**config.mk**
```make
export PLATFORM = sky130hd
export DESIGN_NAME = csb_unit
export DESIGN_NICKNAME = d
export VERILOG_FILES = /design/src/hw/csb_pkg.sv /design/src/hw/csb_cmp.sv /design/src/hw/csb_unit.sv
export VERILOG_INCLUDE_DIRS = /design/src /design/src/hw
export SDC_FILE = /design/constraint.sdc
export NUM_CORES = 1
export LEC_CHECK = 0
export ABC_AREA = 0
export BUFFER_PORTS_ARGS = -buffer_cell sky130_fd_sc_hd__buf_2
export CELL_PAD_IN_SITES_DETAIL_PLACEMENT = 2
export CELL_PAD_IN_SITES_GLOBAL_PLACEMENT = 2
export CORE_MARGIN = 3
export CORE_UTILIZATION = 34
export CTS_BUF_LIST = sky130_fd_sc_hd__clkbuf_8
export DETAILED_ROUTE_END_ITERATION = 8
export GPL_TIMING_DRIVEN = 1
export PLACE_DENSITY = 0.87
export SLEW_MARGIN = 20
export SYNTH_ARGS = -nofsm -noshare
export SYNTH_HDL_FRONTEND = slang
export SYNTH_SLANG_ARGS = --single-unit
```
**constraint.sdc**
```tcl
create_clock -name i_sys_clk -period 2 [get_ports i_sys_clk]
set_input_delay 0.4 -clock i_sys_clk [delete_from_list [all_inputs] [get_ports i_sys_clk]]
set_output_delay 0.4 -clock i_sys_clk [all_outputs]
set_load 0.005 [all_outputs]
```
**src/hw/csb_map.svh**
```systemverilog
`ifndef CSB_MAP_SVH
`define CSB_MAP_SVH

// status register bit positions
`define CSB_FLAG_C 0
`define CSB_FLAG_Z 1
`define CSB_FLAG_N 2
`define CSB_FLAG_V 3
`define CSB_FLAG_H 5

// widths
`define CSB_PC_W 16
`define CSB_OFF_W 7

// reset values
`define CSB_PC_RST 16'h0000
`define CSB_STATUS_RST 8'h00

// program counter steps
`define CSB_STEP_SEQ 16'h0001
`define CSB_STEP_SKIP_ONE 16'h0002
`define CSB_STEP_SKIP_TWO 16'h0003

// cycle counts
`define CSB_CYC_ONE 2'h1
`define CSB_CYC_TWO 2'h2
`define CSB_CYC_THREE 2'h3

`endif

```
**src/hw/csb_pkg.sv**
```systemverilog
package csb_pkg;

   // operations handled by the unit
   typedef enum logic [3:0] {
      csb_nop_op,
      compare_immediate_op,
      compare_skip_equal_op,
      skip_reg_bit_clear_op,
      skip_reg_bit_set_op,
      skip_io_bit_clear_op,
      skip_io_bit_set_op,
      branch_flag_set_op,
      branch_flag_clear_op,
      branch_equal_op,
      branch_not_equal_op,
      branch_carry_set_op,
      branch_carry_clear_op
   } csb_op_t;

   // sequencer states
   typedef enum logic {
      csb_idle,
      csb_run
   } csb_state_t;

endpackage

```
**src/hw/csb_cmp.sv**
```systemverilog
`timescale 1ns/1ns
`default_nettype none
`include "csb_map.svh"

module csb_cmp (
   // operands
   input wire logic [7:0] i_dst,
   input wire logic [7:0] i_imm,
   input wire logic [7:0] i_status,
   // flags after the compare
   output logic [7:0] o_status
);

   logic [7:0] diff;

   // difference is only used for flags, never stored
   always_comb begin
      diff = i_dst - i_imm;
      o_status = i_status;
      o_status[`CSB_FLAG_Z] = (diff == 8'h00);
      o_status[`CSB_FLAG_N] = diff[7];
      o_status[`CSB_FLAG_V] = (i_dst[7] & ~i_imm[7] & ~diff[7])
         | (~i_dst[7] & i_imm[7] & diff[7]);
      o_status[`CSB_FLAG_C] = (~i_dst[7] & i_imm[7]) | (i_imm[7] & diff[7])
         | (diff[7] & ~i_dst[7]);
      o_status[`CSB_FLAG_H] = (~i_dst[3] & i_imm[3]) | (i_imm[3] & diff[3])
         | (diff[3] & ~i_dst[3]);
   end

endmodule

`default_nettype wire

```
**src/hw/csb_unit.sv**
```systemverilog
`timescale 1ns/1ns
`default_nettype none
`include "csb_map.svh"

module csb_unit (
   // clock and reset
   input wire logic i_sys_clk,
   input wire logic i_rst,
   // instruction issue
   input wire logic i_valid,
   input wire csb_pkg::csb_op_t i_op,
   input wire logic [`CSB_PC_W-1:0] i_pc,
   // operands
   input wire logic [7:0] i_dst_val,
   input wire logic [7:0] i_source_register,
   input wire logic [7:0] i_imm,
   input wire logic [7:0] i_io_val,
   input wire logic [2:0] i_bit_sel,
   input wire logic [`CSB_OFF_W-1:0] i_offset,
   input wire logic i_next_two_word,
   // current status register
   input wire logic [7:0] i_status_register,
   // results
   output logic o_busy,
   output logic o_done,
   output logic o_pc_load,
   output logic [`CSB_PC_W-1:0] o_pc,
   output logic o_status_we,
   output logic [7:0] o_status
);

   csb_pkg::csb_state_t state;
   logic [1:0] rem;
   logic [1:0] cyc_calc;
   logic take;
   logic is_skip;
   logic is_branch;
   logic [`CSB_PC_W-1:0] next_pc;
   logic [7:0] cmp_status;
   logic [`CSB_PC_W-1:0] res_pc;
   logic [7:0] res_status;
   logic res_we;
   logic accept;

   // pick one bit of a byte
   function automatic logic bit_of(input logic [7:0] v, input logic [2:0] b);
      bit_of = v[b];
   endfunction

   // relative target: pc + signed offset + 1
   function automatic logic [`CSB_PC_W-1:0] rel_target(
      input logic [`CSB_PC_W-1:0] pc, input logic [`CSB_OFF_W-1:0] k);
      logic [`CSB_PC_W-1:0] sk;
      sk = {{(`CSB_PC_W-`CSB_OFF_W){k[`CSB_OFF_W-1]}}, k};
      rel_target = pc + sk + `CSB_STEP_SEQ;
   endfunction

   assign accept = i_valid && !o_busy;

   csb_cmp csb_cmp_inst (
      .i_dst(i_dst_val),
      .i_imm(i_imm),
      .i_status(i_status_register),
      .o_status(cmp_status)
   );

   // condition decode for every op
   always_comb begin
      take = 1'b0;
      is_skip = 1'b0;
      is_branch = 1'b0;
      unique case (i_op)
         csb_pkg::compare_skip_equal_op: begin
            is_skip = 1'b1;
            take = (i_dst_val == i_source_register);
         end
         csb_pkg::skip_reg_bit_clear_op: begin
            is_skip = 1'b1;
            take = !bit_of(i_source_register, i_bit_sel);
         end
         csb_pkg::skip_reg_bit_set_op: begin
            is_skip = 1'b1;
            take = bit_of(i_source_register, i_bit_sel);
         end
         csb_pkg::skip_io_bit_clear_op: begin
            is_skip = 1'b1;
            take = !bit_of(i_io_val, i_bit_sel);
         end
         csb_pkg::skip_io_bit_set_op: begin
            is_skip = 1'b1;
            take = bit_of(i_io_val, i_bit_sel);
         end
         csb_pkg::branch_flag_set_op: begin
            is_branch = 1'b1;
            take = bit_of(i_status_register, i_bit_sel);
         end
         csb_pkg::branch_flag_clear_op: begin
            is_branch = 1'b1;
            take = !bit_of(i_status_register, i_bit_sel);
         end
         csb_pkg::branch_equal_op: begin
            is_branch = 1'b1;
            take = i_status_register[`CSB_FLAG_Z];
         end
         csb_pkg::branch_not_equal_op: begin
            is_branch = 1'b1;
            take = !i_status_register[`CSB_FLAG_Z];
         end
         csb_pkg::branch_carry_set_op: begin
            is_branch = 1'b1;
            take = i_status_register[`CSB_FLAG_C];
         end
         csb_pkg::branch_carry_clear_op: begin
            is_branch = 1'b1;
            take = !i_status_register[`CSB_FLAG_C];
         end
         default: begin
            take = 1'b0;
         end
      endcase
   end

   // new pc and cycle count
   always_comb begin
      next_pc = i_pc + `CSB_STEP_SEQ;
      cyc_calc = `CSB_CYC_ONE;
      if (is_skip && take) begin
         // skipped length decides step and cost
         next_pc = i_pc + (i_next_two_word ? `CSB_STEP_SKIP_TWO : `CSB_STEP_SKIP_ONE);
         cyc_calc = i_next_two_word ? `CSB_CYC_THREE : `CSB_CYC_TWO;
      end else if (is_branch && take) begin
         next_pc = rel_target(i_pc, i_offset);
         cyc_calc = `CSB_CYC_TWO;
      end
   end

   // results held until the last cycle of the op
   always_ff @(posedge i_sys_clk or posedge i_rst) begin
      if (i_rst) begin
         res_pc <= `CSB_PC_RST;
         res_status <= `CSB_STATUS_RST;
         res_we <= 1'b0;
      end else if (accept) begin
         res_pc <= next_pc;
         res_we <= (i_op == csb_pkg::compare_immediate_op);
         // all other ops hand back the flags untouched
         res_status <= (i_op == csb_pkg::compare_immediate_op) ? cmp_status
            : i_status_register;
      end
   end

   // cycle sequencer; busy stalls the issue side
   always_ff @(posedge i_sys_clk or posedge i_rst) begin
      if (i_rst) begin
         state <= csb_pkg::csb_idle;
         rem <= 2'h0;
         o_busy <= 1'b0;
      end else begin
         unique case (state)
            csb_pkg::csb_idle: begin
               if (accept) begin
                  state <= csb_pkg::csb_run;
                  rem <= cyc_calc - 2'h1;
                  o_busy <= 1'b1;
               end
            end
            csb_pkg::csb_run: begin
               if (rem == 2'h0) begin
                  state <= csb_pkg::csb_idle;
                  o_busy <= 1'b0;
               end else begin
                  rem <= rem - 2'h1;
               end
            end
         endcase
      end
   end

   // result outputs, one-cycle strobes on completion
   always_ff @(posedge i_sys_clk or posedge i_rst) begin
      if (i_rst) begin
         o_done <= 1'b0;
         o_pc_load <= 1'b0;
         o_pc <= `CSB_PC_RST;
         o_status_we <= 1'b0;
         o_status <= `CSB_STATUS_RST;
      end else begin
         o_done <= 1'b0;
         o_pc_load <= 1'b0;
         o_status_we <= 1'b0;
         if (state == csb_pkg::csb_run && rem == 2'h0) begin
            o_done <= 1'b1;
            o_pc_load <= 1'b1;
            o_pc <= res_pc;
            o_status_we <= res_we;
            o_status <= res_status;
         end
      end
   end

   // checking helpers: raw issue values and elapsed cycles
   csb_pkg::csb_op_t chk_op;
   logic [`CSB_PC_W-1:0] chk_pc;
   logic [7:0] chk_st;
   logic [7:0] chk_a;
   logic [7:0] chk_b;
   logic [7:0] chk_imm;
   logic [7:0] chk_io;
   logic [2:0] chk_bit;
   logic [`CSB_OFF_W-1:0] chk_off;
   logic chk_two;
   logic [2:0] chk_cyc;

   always_ff @(posedge i_sys_clk or posedge i_rst) begin
      if (i_rst) begin
         chk_op <= csb_pkg::csb_nop_op;
         chk_pc <= `CSB_PC_RST;
         chk_st <= 8'h00;
         chk_a <= 8'h00;
         chk_b <= 8'h00;
         chk_imm <= 8'h00;
         chk_io <= 8'h00;
         chk_bit <= 3'h0;
         chk_off <= 7'h00;
         chk_two <= 1'b0;
         chk_cyc <= 3'h0;
      end else if (accept) begin
         chk_op <= i_op;
         chk_pc <= i_pc;
         chk_st <= i_status_register;
         chk_a <= i_dst_val;
         chk_b <= i_source_register;
         chk_imm <= i_imm;
         chk_io <= i_io_val;
         chk_bit <= i_bit_sel;
         chk_off <= i_offset;
         chk_two <= i_next_two_word;
         chk_cyc <= 3'h0; // counts busy edges, so it reads the op's cycles at done
      end else if (o_busy) begin
         chk_cyc <= chk_cyc + 3'h1;
      end
   end
endmodule

`default_nettype wire

```
==> results of run 1 <==
## timing repair
action	4_1_cts
cloned	2
gates resized for setup	79
setup endpoints to repair	22
buffers inserted	21
pin swaps	45
## logic make-up after synthesis
family	count (synthesis)	synth area share [%]
compound gates	127	18.9
simple gates	147	15.9
fa+ha+maj	32	9.57
flops	55	30.6
mux	49	12.5
buf+inv	45	5.14
xor+xnor	38	7.40
## through the flow
step / area, µm² / setup TNS [ns] / worst slack [ns]
3_5_place_dp: 6210 / -19.79 / -1.13
2_1_floorplan: 4580 / -8.22 / -0.505
3_3_place_gp: 6210 / -15.62 / -0.935
4_1_cts: 6820 / -7.20 / -0.561
## cell usage after synthesis, types with 3 or more instances
cell,n
o221ai_1,4
o31ai_1,3
o22ai_1,4
nor3_1,5
mux4_2,3
a21o_1,11
nor2b_1,7
o21bai_1,3
xnor2_1,20
and2_1,5
nand3_1,11
nand4_1,6
o311a_1,3
o21ai_0,20
o21ai_1,10
clkbuf_1,8
inv_1,26
mux2i_1,21
nor2_1,38
xor2_1,18
o2111ai_1,5
o21a_1,6
o211ai_1,3
and3_1,5
ha_1,28
dfrtp_1,55
fa_1,4
a31oi_1,7
mux2_2,24
nand2_1,52
a21oi_1,27
buf_6,5
==> impl_results.md, run 1 <==
- IO buf count: 101
- Final HPWL from detailed placement: 17500 µm
- Die Wd: 121 µm
- Synth top area cells: dfrtp_1 (31%), ha_1 (7.8%), mux2_2 (6.0%)
- Placed insts: 881
- Post-synth top area share: 30.6%
- Die span in y: 121 µm
- Largest net degree at the start of global routing: 37
- Synth Flop Type: dfrtp_1
- Stop stage: 5_1_grt
- Initial Util: 35.2%
- Post-synth EDFFs: 0
- Sequential cell area fraction in the yosys report: 30.6%
- Synth Net Count: 599
- Initial antenna violation count: 3
- Clk Tree Root Cell: clkbuf_8
- Syn_area_per_cell: 9.13 µm²
- Ports placed on the boundary: 102
- Max clock buf depth: 2
- Seq cells post-synth: 55
- Yosys top cell by area: dfrtp_1
- Gp weighted congestion: 0.853
- Num rows: 41
- Synth warnings: 0
- H-tree levels: 2
- Worst EP post-GRT repair: res_status[3]$_DFFE_PP0P_/D
- CTS Buf Count: 5
- Cell area after synthesis: 0.00450 mm²
- First Err: [ERROR DPL-0033] detailed placement checks failed during check placement.
- Worst-path end type: register data pin
- Status: stopped before the end
- Clock sinks: 55
- Asr flop ratio synth: 100%
- Netlist cell types: 70
- Hold buffer count at CTS: 0
- Gate Count Post-Synth: 493
==> run 2: changes to the inputs <==
- CELL_PAD_IN_SITES_DETAIL_PLACEMENT: 2 -> unset
- CELL_PAD_IN_SITES_GLOBAL_PLACEMENT: 2 -> unset
- CORE_UTILIZATION: 34 -> 20
- CTS_BUF_LIST: sky130_fd_sc_hd__clkbuf_8 -> unset
- PLACE_DENSITY: 0.87 -> unset
- PLACE_DENSITY_LB_ADDON: unset -> 0.15
==> run 2 against run 1 <==
  * Area after synthesis stayed put
  * Synthesized cell count unchanged
  * The flow now finishes, with violations (setup timing)
==> impl_results.md, run 2 <==
- Initial antenna violation count: 0
- Die Wd: 156 µm (+29%)
- Layout net count: 846
- Largest fanout on the critical path: 6
- CTS tree: yes
- Crit path kind: in2reg
- Relative slew slack: 61.3%
- Yosys top cell by area: dfrtp_1
- Die span in y: 156 µm (+29%)
- IO buf count: 101 (unchanged)
- Worst path slowest cell: mux4_2
- Worst endpoint required time: 2.18 ns
- Critical path cell sequence: buf_12 -> mux2i_2 -> mux4_2 -> mux2i_2 -> nand4_4 -> buf_6 -> o21ai_4 -> nor2b_1 -> o311a_1 -> a221o_1
- Synth warnings: 0 (unchanged)
- GRT overflow: 0
- Asr flop ratio synth: 100% (unchanged)
- Placed insts: 991 (+12%)
- CORE AREA: 0.0220 mm²
- CTS Buf Count: 5 (unchanged)
- Post-DP Area: 0.00637 mm² (+2.7%)
- Synth top area cells: dfrtp_1 (31%), ha_1 (7.8%), mux2_2 (6.0%)
- Vias: 4537
- Setup TNS: -6.25 ns
- Power Density: 759 mW/mm²
- RR Startpoint: o_busy
- Cell area after synthesis: 0.00450 mm² (unchanged)
- F_max: 0.418 GHz
- Synth Flop Type: dfrtp_1
- WP data arrival: 2.58 ns
- Initial DRC Count: 138
- Final HPWL from detailed placement: 12600 µm (-28%)
- First-pass GRT wire length: 25600 µm
- Gate Count Post-Synth: 493 (unchanged)
- Slowest stage delay, CP: 0.51 ns
- Pre-CTS WS: -0.934 ns (+0.193 ns)
- Total power: 5.57 mW
- Pins Over Slew Limit: 0
- Synth cell count leaders: dfrtp_1 (55), nand2_1 (52), nor2_1 (38)
- Clk_lat worst skew: 0.30 ns
- Sequential cell area fraction in the yosys report: 30.6% (unchanged)
- H-tree levels: 2 (unchanged)
- Hold buffer count at CTS: 0 (unchanged)
- Clk Tree Root Cell: clkbuf_16
- Antenna diodes: 0
- Crit path launch type: input port
- Final WL: 15700 µm
- Netlist cell types: 70 (unchanged)
- Period minus WS final: 2.39 ns
- Final Cycle Share: 120%
- Max_cap viols: 0
- Crit. End Element: flip-flop
- Initial Util: 20.5% (-15 points)
- Hold Vio Cnt, Final: 0
- RSZ-0062 raised after global routing: true
- Most frequent cells in the layout: buf_4 (135), buf_2 (94), dfrtp_1 (55)
- Area growth syn-to-layout: 63.2%
- Reg clk slew, reported paths: 0.07 ns
- Final Cell Area: 0.00734 mm²
- Status: finished, violations left
- Leakage Power: 3.35 nW
- Commonest non-fill, non-tap cell in the layout: buf_4
- HP Class: in2async
- Worst slew pin tran: 0.580 ns
- Routed vias/inst: 4.44
- Clock sinks: 55 (unchanged)
- Post-synth EDFFs: 0 (unchanged)
- Largest net degree at the start of global routing: 56
- Top Registers: o_pc x16, res_pc x16
- Hold slack: 0.131 ns
- Clock skew: 0.00819 ns
- Filler cells: 2291
- Largest vdd supply drop: 0.000439 V
- Crit path top cell by count: mux2i_2
- Synth Net Count: 599 (unchanged)
- Setup violators final: 21
- Die area: 0.0243 mm²
- Syn_area_per_cell: 9.13 µm² (unchanged)
- Per-cell routed wire length: 15.3 µm
- Seq cells post-synth: 55 (unchanged)
- Failing checks: setup timing
- Num rows: 54 (+32%)
- Gp weighted congestion: 0.854 (about the same)
- Utilization after layout: 33.4%
- Share of layout cells above drive strength 1: 52.2%
- Tot GR Track Use: 12.9%
- ANT nets after route: 0
- Critical Path Start: i_bit_sel[0]
- Most numerous cell in the Yosys netlist: dfrtp_1
- Ports placed on the boundary: 102 (unchanged)
- Number of global-route vias before repair: 4765
- Max clock buf depth: 2 (unchanged)
- Post-synth top area share: 30.6% (unchanged)
- Final WS setup: -0.394 ns
- Non-Filler Instances: 1021
- TritonRoute pass-1 iters: 4
- DRC violations left: 0
-- run 2: cell counts after synthesis --
No cell type changed its count.
-- run 2: worst max-delay path: cells and delay by family --
kind,cells,cell delay [ns]
AO/OA/AOI/OAI,3,0.76
AND/OR/NAND/NOR,2,0.24
buffers and inverters,2,0.28
multiplexers,3,0.88
-- run 2: path summary, 6_finish.rpt --
check	endpoint	slack, ns	depth (start not counted)
min in group i_sys_clk	res_status[7]	0.36	3
setup reg to reg	res_pc[14]	0.41	6
max in group asynchronous	rem[1]	1.60	3
hold / removal	o_pc_load	0.13	3
hold reg to reg	res_pc[11]	0.48	1
setup / recovery	res_pc[12]	-0.39	10
-- run 2: cell families after synthesis --
kind of cell	after synthesis	synth area share [%]
muxes	49	12.5
xor gates and xnor gates	38	7.40
buffers and inverters	45	5.14
and+or+nand+nor	147	15.9
DFF	55	30.6
AOI/OAI and AO/OA	127	18.9
adders and majority gates	32	9.57
-- run 2: area by class of cell --
type,count,area (µm²),area share [%]
clock buffer,5,125,1.70
clock inverter,3,33.8,0.460
inverter,26,118,1.60
multi-input combinational,393,3430,46.7
sequential,55,1380,18.7
tap,280,350,4.77
timing repair buffer,259,1910,26.0
-- run 2: timing repair --
action	4_1_cts	5_1_grt
pin swaps	44	40
gates resized for setup	95	44
cloned	2	0
buffers inserted	15	9
endpoints found under the setup margin	21	21
-- run 2: where the power goes --
group          internal [mW]  total, mW  switching, mW  leakage [nW]
clock                  0.483      0.920          0.437        0.0772
sequential              1.64       1.94          0.298         0.666
combinational           1.46       2.72           1.25          2.60
-- run 2: metal layers --
| layer | GRT usage (%) | vias up | part of all wire (%) |
|---|---|---|---|
| met5 | 0 | - | 0 |
| met4 | 2.35 | 0 | 1.6 |
| met3 | 1.25 | 18 | 2.6 |
| met2 | 21.3 | 73 | 46 |
| met1 | 18.5 | 2169 | 49 |
| li1 | - | 2277 | - |
Power figures use the tool's default switching activity.
==> run 3: changes to the inputs <==
- SYNTH_HIERARCHICAL: unset -> 1
==> run 3 against run 2 <==
  * The flow still finishes with violations (setup timing)
  * Sequential power about the same
  * Global-route usage decreased by 0.57 points
  * Sequential share of layout area increased by 0.66 points
  * Die area increased by 1.1%
  * Clock power increased by 1%
  * Register-to-register slack improved by 0.13 ns
  * Setup slack got worse by 0.036 ns
  * Cell count decreased by 2.6%
  * Worst hold slack got worse by 0.060 ns
  * Largest cell class unchanged
  * Highest routed layer unchanged
==> impl_results.md, run 3 <==
- Post-DP Area: 0.00634 mm² (-0.53%)
- ANT nets after route: 0 (unchanged)
- Sequential cell area fraction in the yosys report: 30.3% (-0.34 points)
- Setup violators final: 20 (-4.8%)
- Clk Tree Root Cell: clkbuf_16
- Final Cell Area: 0.00709 mm² (-3.4%)
- Share of layout cells above drive strength 1: 51.3% (-0.97 points)
- IO buf count: 101 (unchanged)
- DRC violations left: 0 (unchanged)
- First-pass GRT wire length: 24200 µm (-5.2%)
- Asr flop ratio synth: 100% (unchanged)
- RSZ-0062 raised after global routing: true
- Yosys top cell by area: dfrtp_1
- Synth Net Count: 590 (-1.5%)
- Initial DRC Count: 127 (-8.0%)
- Filler cells: 2302 (+0.48%)
- Hold Vio Cnt, Final: 0 (unchanged)
- Clock skew: 0.00975 ns (+0.00156 ns)
- Worst slew pin tran: 0.398 ns (-0.181 ns)
- Final WS setup: -0.429 ns (-0.0358 ns)
- Final HPWL from detailed placement: 11700 µm (-7.0%)
- CTS tree: yes
- Cell area after synthesis: 0.00455 mm² (+1.1%)
- Largest net degree at the start of global routing: 51 (-8.9%)
- Pre-CTS WS: -0.809 ns (+0.125 ns)
- H-tree levels: 2 (unchanged)
- Largest vdd supply drop: 0.000318 V (-28%)
- Max_cap viols: 0 (unchanged)
- Number of global-route vias before repair: 4634 (-2.7%)
- Ports placed on the boundary: 102 (unchanged)
- Syn_area_per_cell: 9.38 µm² (+2.8%)
- Synth Flop Type: dfrtp_1
- Commonest non-fill, non-tap cell in the layout: buf_4
- Per-cell routed wire length: 15.0 µm (-2.1%)
- Final WL: 14900 µm (-4.6%)
- Num rows: 54 (unchanged)
- Worst path slowest cell: fa_1
- Max clock buf depth: 2 (unchanged)
- Gate Count Post-Synth: 485 (-1.6%)
- Setup TNS: -5.16 ns (+1.08 ns)
- Critical path cell sequence: buf_12 -> inv_12 -> ha_4 -> nor2b_4 -> o2111ai_4 -> a31oi_2 -> o21a_1 -> nor2_2 -> fa_1 -> inv_2 -> nor3_2 -> nand3_1 -> nor3_2 -> mux2i_1 -> o21ai_1
- Initial Util: 20.6% (+0.10 points)
- Crit path launch type: input port
- Seq cells post-synth: 55 (unchanged)
- Post-synth EDFFs: 0 (unchanged)
- Largest fanout on the critical path: 2 (-4)
- Buffers & Inverters on Critical Path: 3 (+1)
- Power Density: 771 mW/mm² (+1.6%)
- Failing checks: setup timing
- Synth top area cells: dfrtp_1 (30%), ha_1 (7.4%), mux2_2 (6.2%)
- Clock sinks: 55 (unchanged)
- HP Class: in2async
- Final Cycle Share: 121% (+1.8 points)
- Grt peak-use layer: met2
- Relative slew slack: 73.2% (+12 points)
- Most numerous cell in the Yosys netlist: dfrtp_1
- Reg clk slew, reported paths: 0.08 ns (about the same)
- Routed vias/inst: 4.40 (-1.1%)
- Hold buffer count at CTS: 0 (unchanged)
- Clk_lat worst skew: 0.31 ns (about the same)
- Crit. End Element: flip-flop
- Layout net count: 818 (-3.3%)
- Crit path kind: in2reg
- Gp weighted congestion: 0.841 (-1.5%)
- CTS Buf Count: 5 (unchanged)
- Synth warnings: 6 (+6)
- Area growth syn-to-layout: 55.9%
- GRT overflow: 0 (unchanged)
- Die Wd: 157 µm (+0.53%)
- Netlist cell types: 70 (unchanged)
- Vias: 4370 (-3.7%)
- Leakage Power: 3.26 nW (-2.6%)
- Utilization after layout: 32.1% (-1.3 points)
- F_max: 0.412 GHz (-1.5%)
- Most frequent cells in the layout: buf_4 (122), buf_2 (95), dfrtp_1 (55)
- Slowest stage delay, CP: 0.59 ns (+0.08 ns)
- Total power: 5.47 mW (-1.9%)
- Tot GR Track Use: 12.3% (-0.57 points)
- Worst endpoint required time: 2.23 ns (+0.05 ns)
- Post-synth top area share: 30.3% (-0.34 points)
- Antenna diodes: 0 (unchanged)
- Period minus WS final: 2.43 ns (+0.0358 ns)
- Top Registers: o_pc x16, res_pc x16
- Critical path's top delay family: adder cells
- CORE AREA: 0.0221 mm² (+0.62%)
- TritonRoute pass-1 iters: 4 (unchanged)
- Status: finished, violations left
- Global Route met2 Usage: 20.8% (-0.51 points)
- Crit path top cell by count: nor3_2
- Die area: 0.0246 mm² (+1.1%)
- Die span in y: 157 µm (+0.53%)
- WP data arrival: 2.66 ns (+0.08 ns)
- Pins Over Slew Limit: 0 (unchanged)
- GR Layer Usage met1: 16.0% (-2.5 points)
- Grt met3 use: 2.60% (+1.4 points)
- Initial antenna violation count: 0 (unchanged)
- Synth cell count leaders: dfrtp_1 (55), nand2_1 (53), nor2_1 (39)
run 3: power breakdown:
group / internal (mW) / switching [mW] / total, mW
sequential: 1.64 / 0.301 / 1.94
combinational: 1.40 / 1.20 / 2.60
clock: 0.477 / 0.452 / 0.929
total: 3.51 / 1.95 / 5.47
run 3: worst paths after layout:
path                                      startpoint             to  slack [ns]  cells after the start
worst min-delay path                           i_rst      o_pc_load        0.07                      2
min in group i_sys_clk          i_status_register[3]  res_status[3]        0.43                      3
worst min register to register             res_pc[7]      res_pc[7]        0.47                      2
worst max-delay path                        i_imm[1]  res_status[1]       -0.43                     15
worst max register to register                 state    o_status[0]        0.54                      3
max in group asynchronous                      i_rst    o_status[5]        1.36                      3
run 3: area by class of cell:
type / instances / area, µm² / area share (%)
clock buffers: 5 / 125 / 1.76
clock inverters: 3 / 27.5 / 0.388
inverters: 23 / 124 / 1.75
multi-input cells: 386 / 3320 / 46.9
flip-flops and latches: 55 / 1380 / 19.4
well taps: 280 / 350 / 4.94
repair buffers: 242 / 1770 / 24.9
run 3: repair_timing:
item,in CTS,in global routing
pin swaps,35,45
gates resized for setup,58,33
setup buffers,14,14
cloned,4,0
endpoints found under the setup margin,21,22
run 3: routing by layer:
layer  up-vias  part of all wire [%]
li1       2203                     -
met1      2069                    45
met2        82                    49
met3        16                   4.4
met4         0                   1.5
met5         -                     0
run 3: cell families (layout without fill, tap and decap cells):
kind of cell	count (synthesis)	in the layout	synth area share, %
adder cells (fa/ha/maj)	31	31	9.19
buffers and inverters	46	273	5.83
AO/OA/AOI/OAI	114	116	17.5
multiplexers	51	51	14.2
flip-flops	55	55	30.3
AND/OR/NAND/NOR	154	154	16.6
XOR/XNOR	34	34	6.55
run 3: per-stage QoR:
stage | hold slack [ns] | std cells
6_report | 0.0714 | 994
5_1_grt | 0.0964 | 994
4_1_cts | 0.0761 | 985
3_5_place_dp | 0.418 | 962
3_3_place_gp | 0.416 | 962
2_1_floorplan | 0.433 | 485
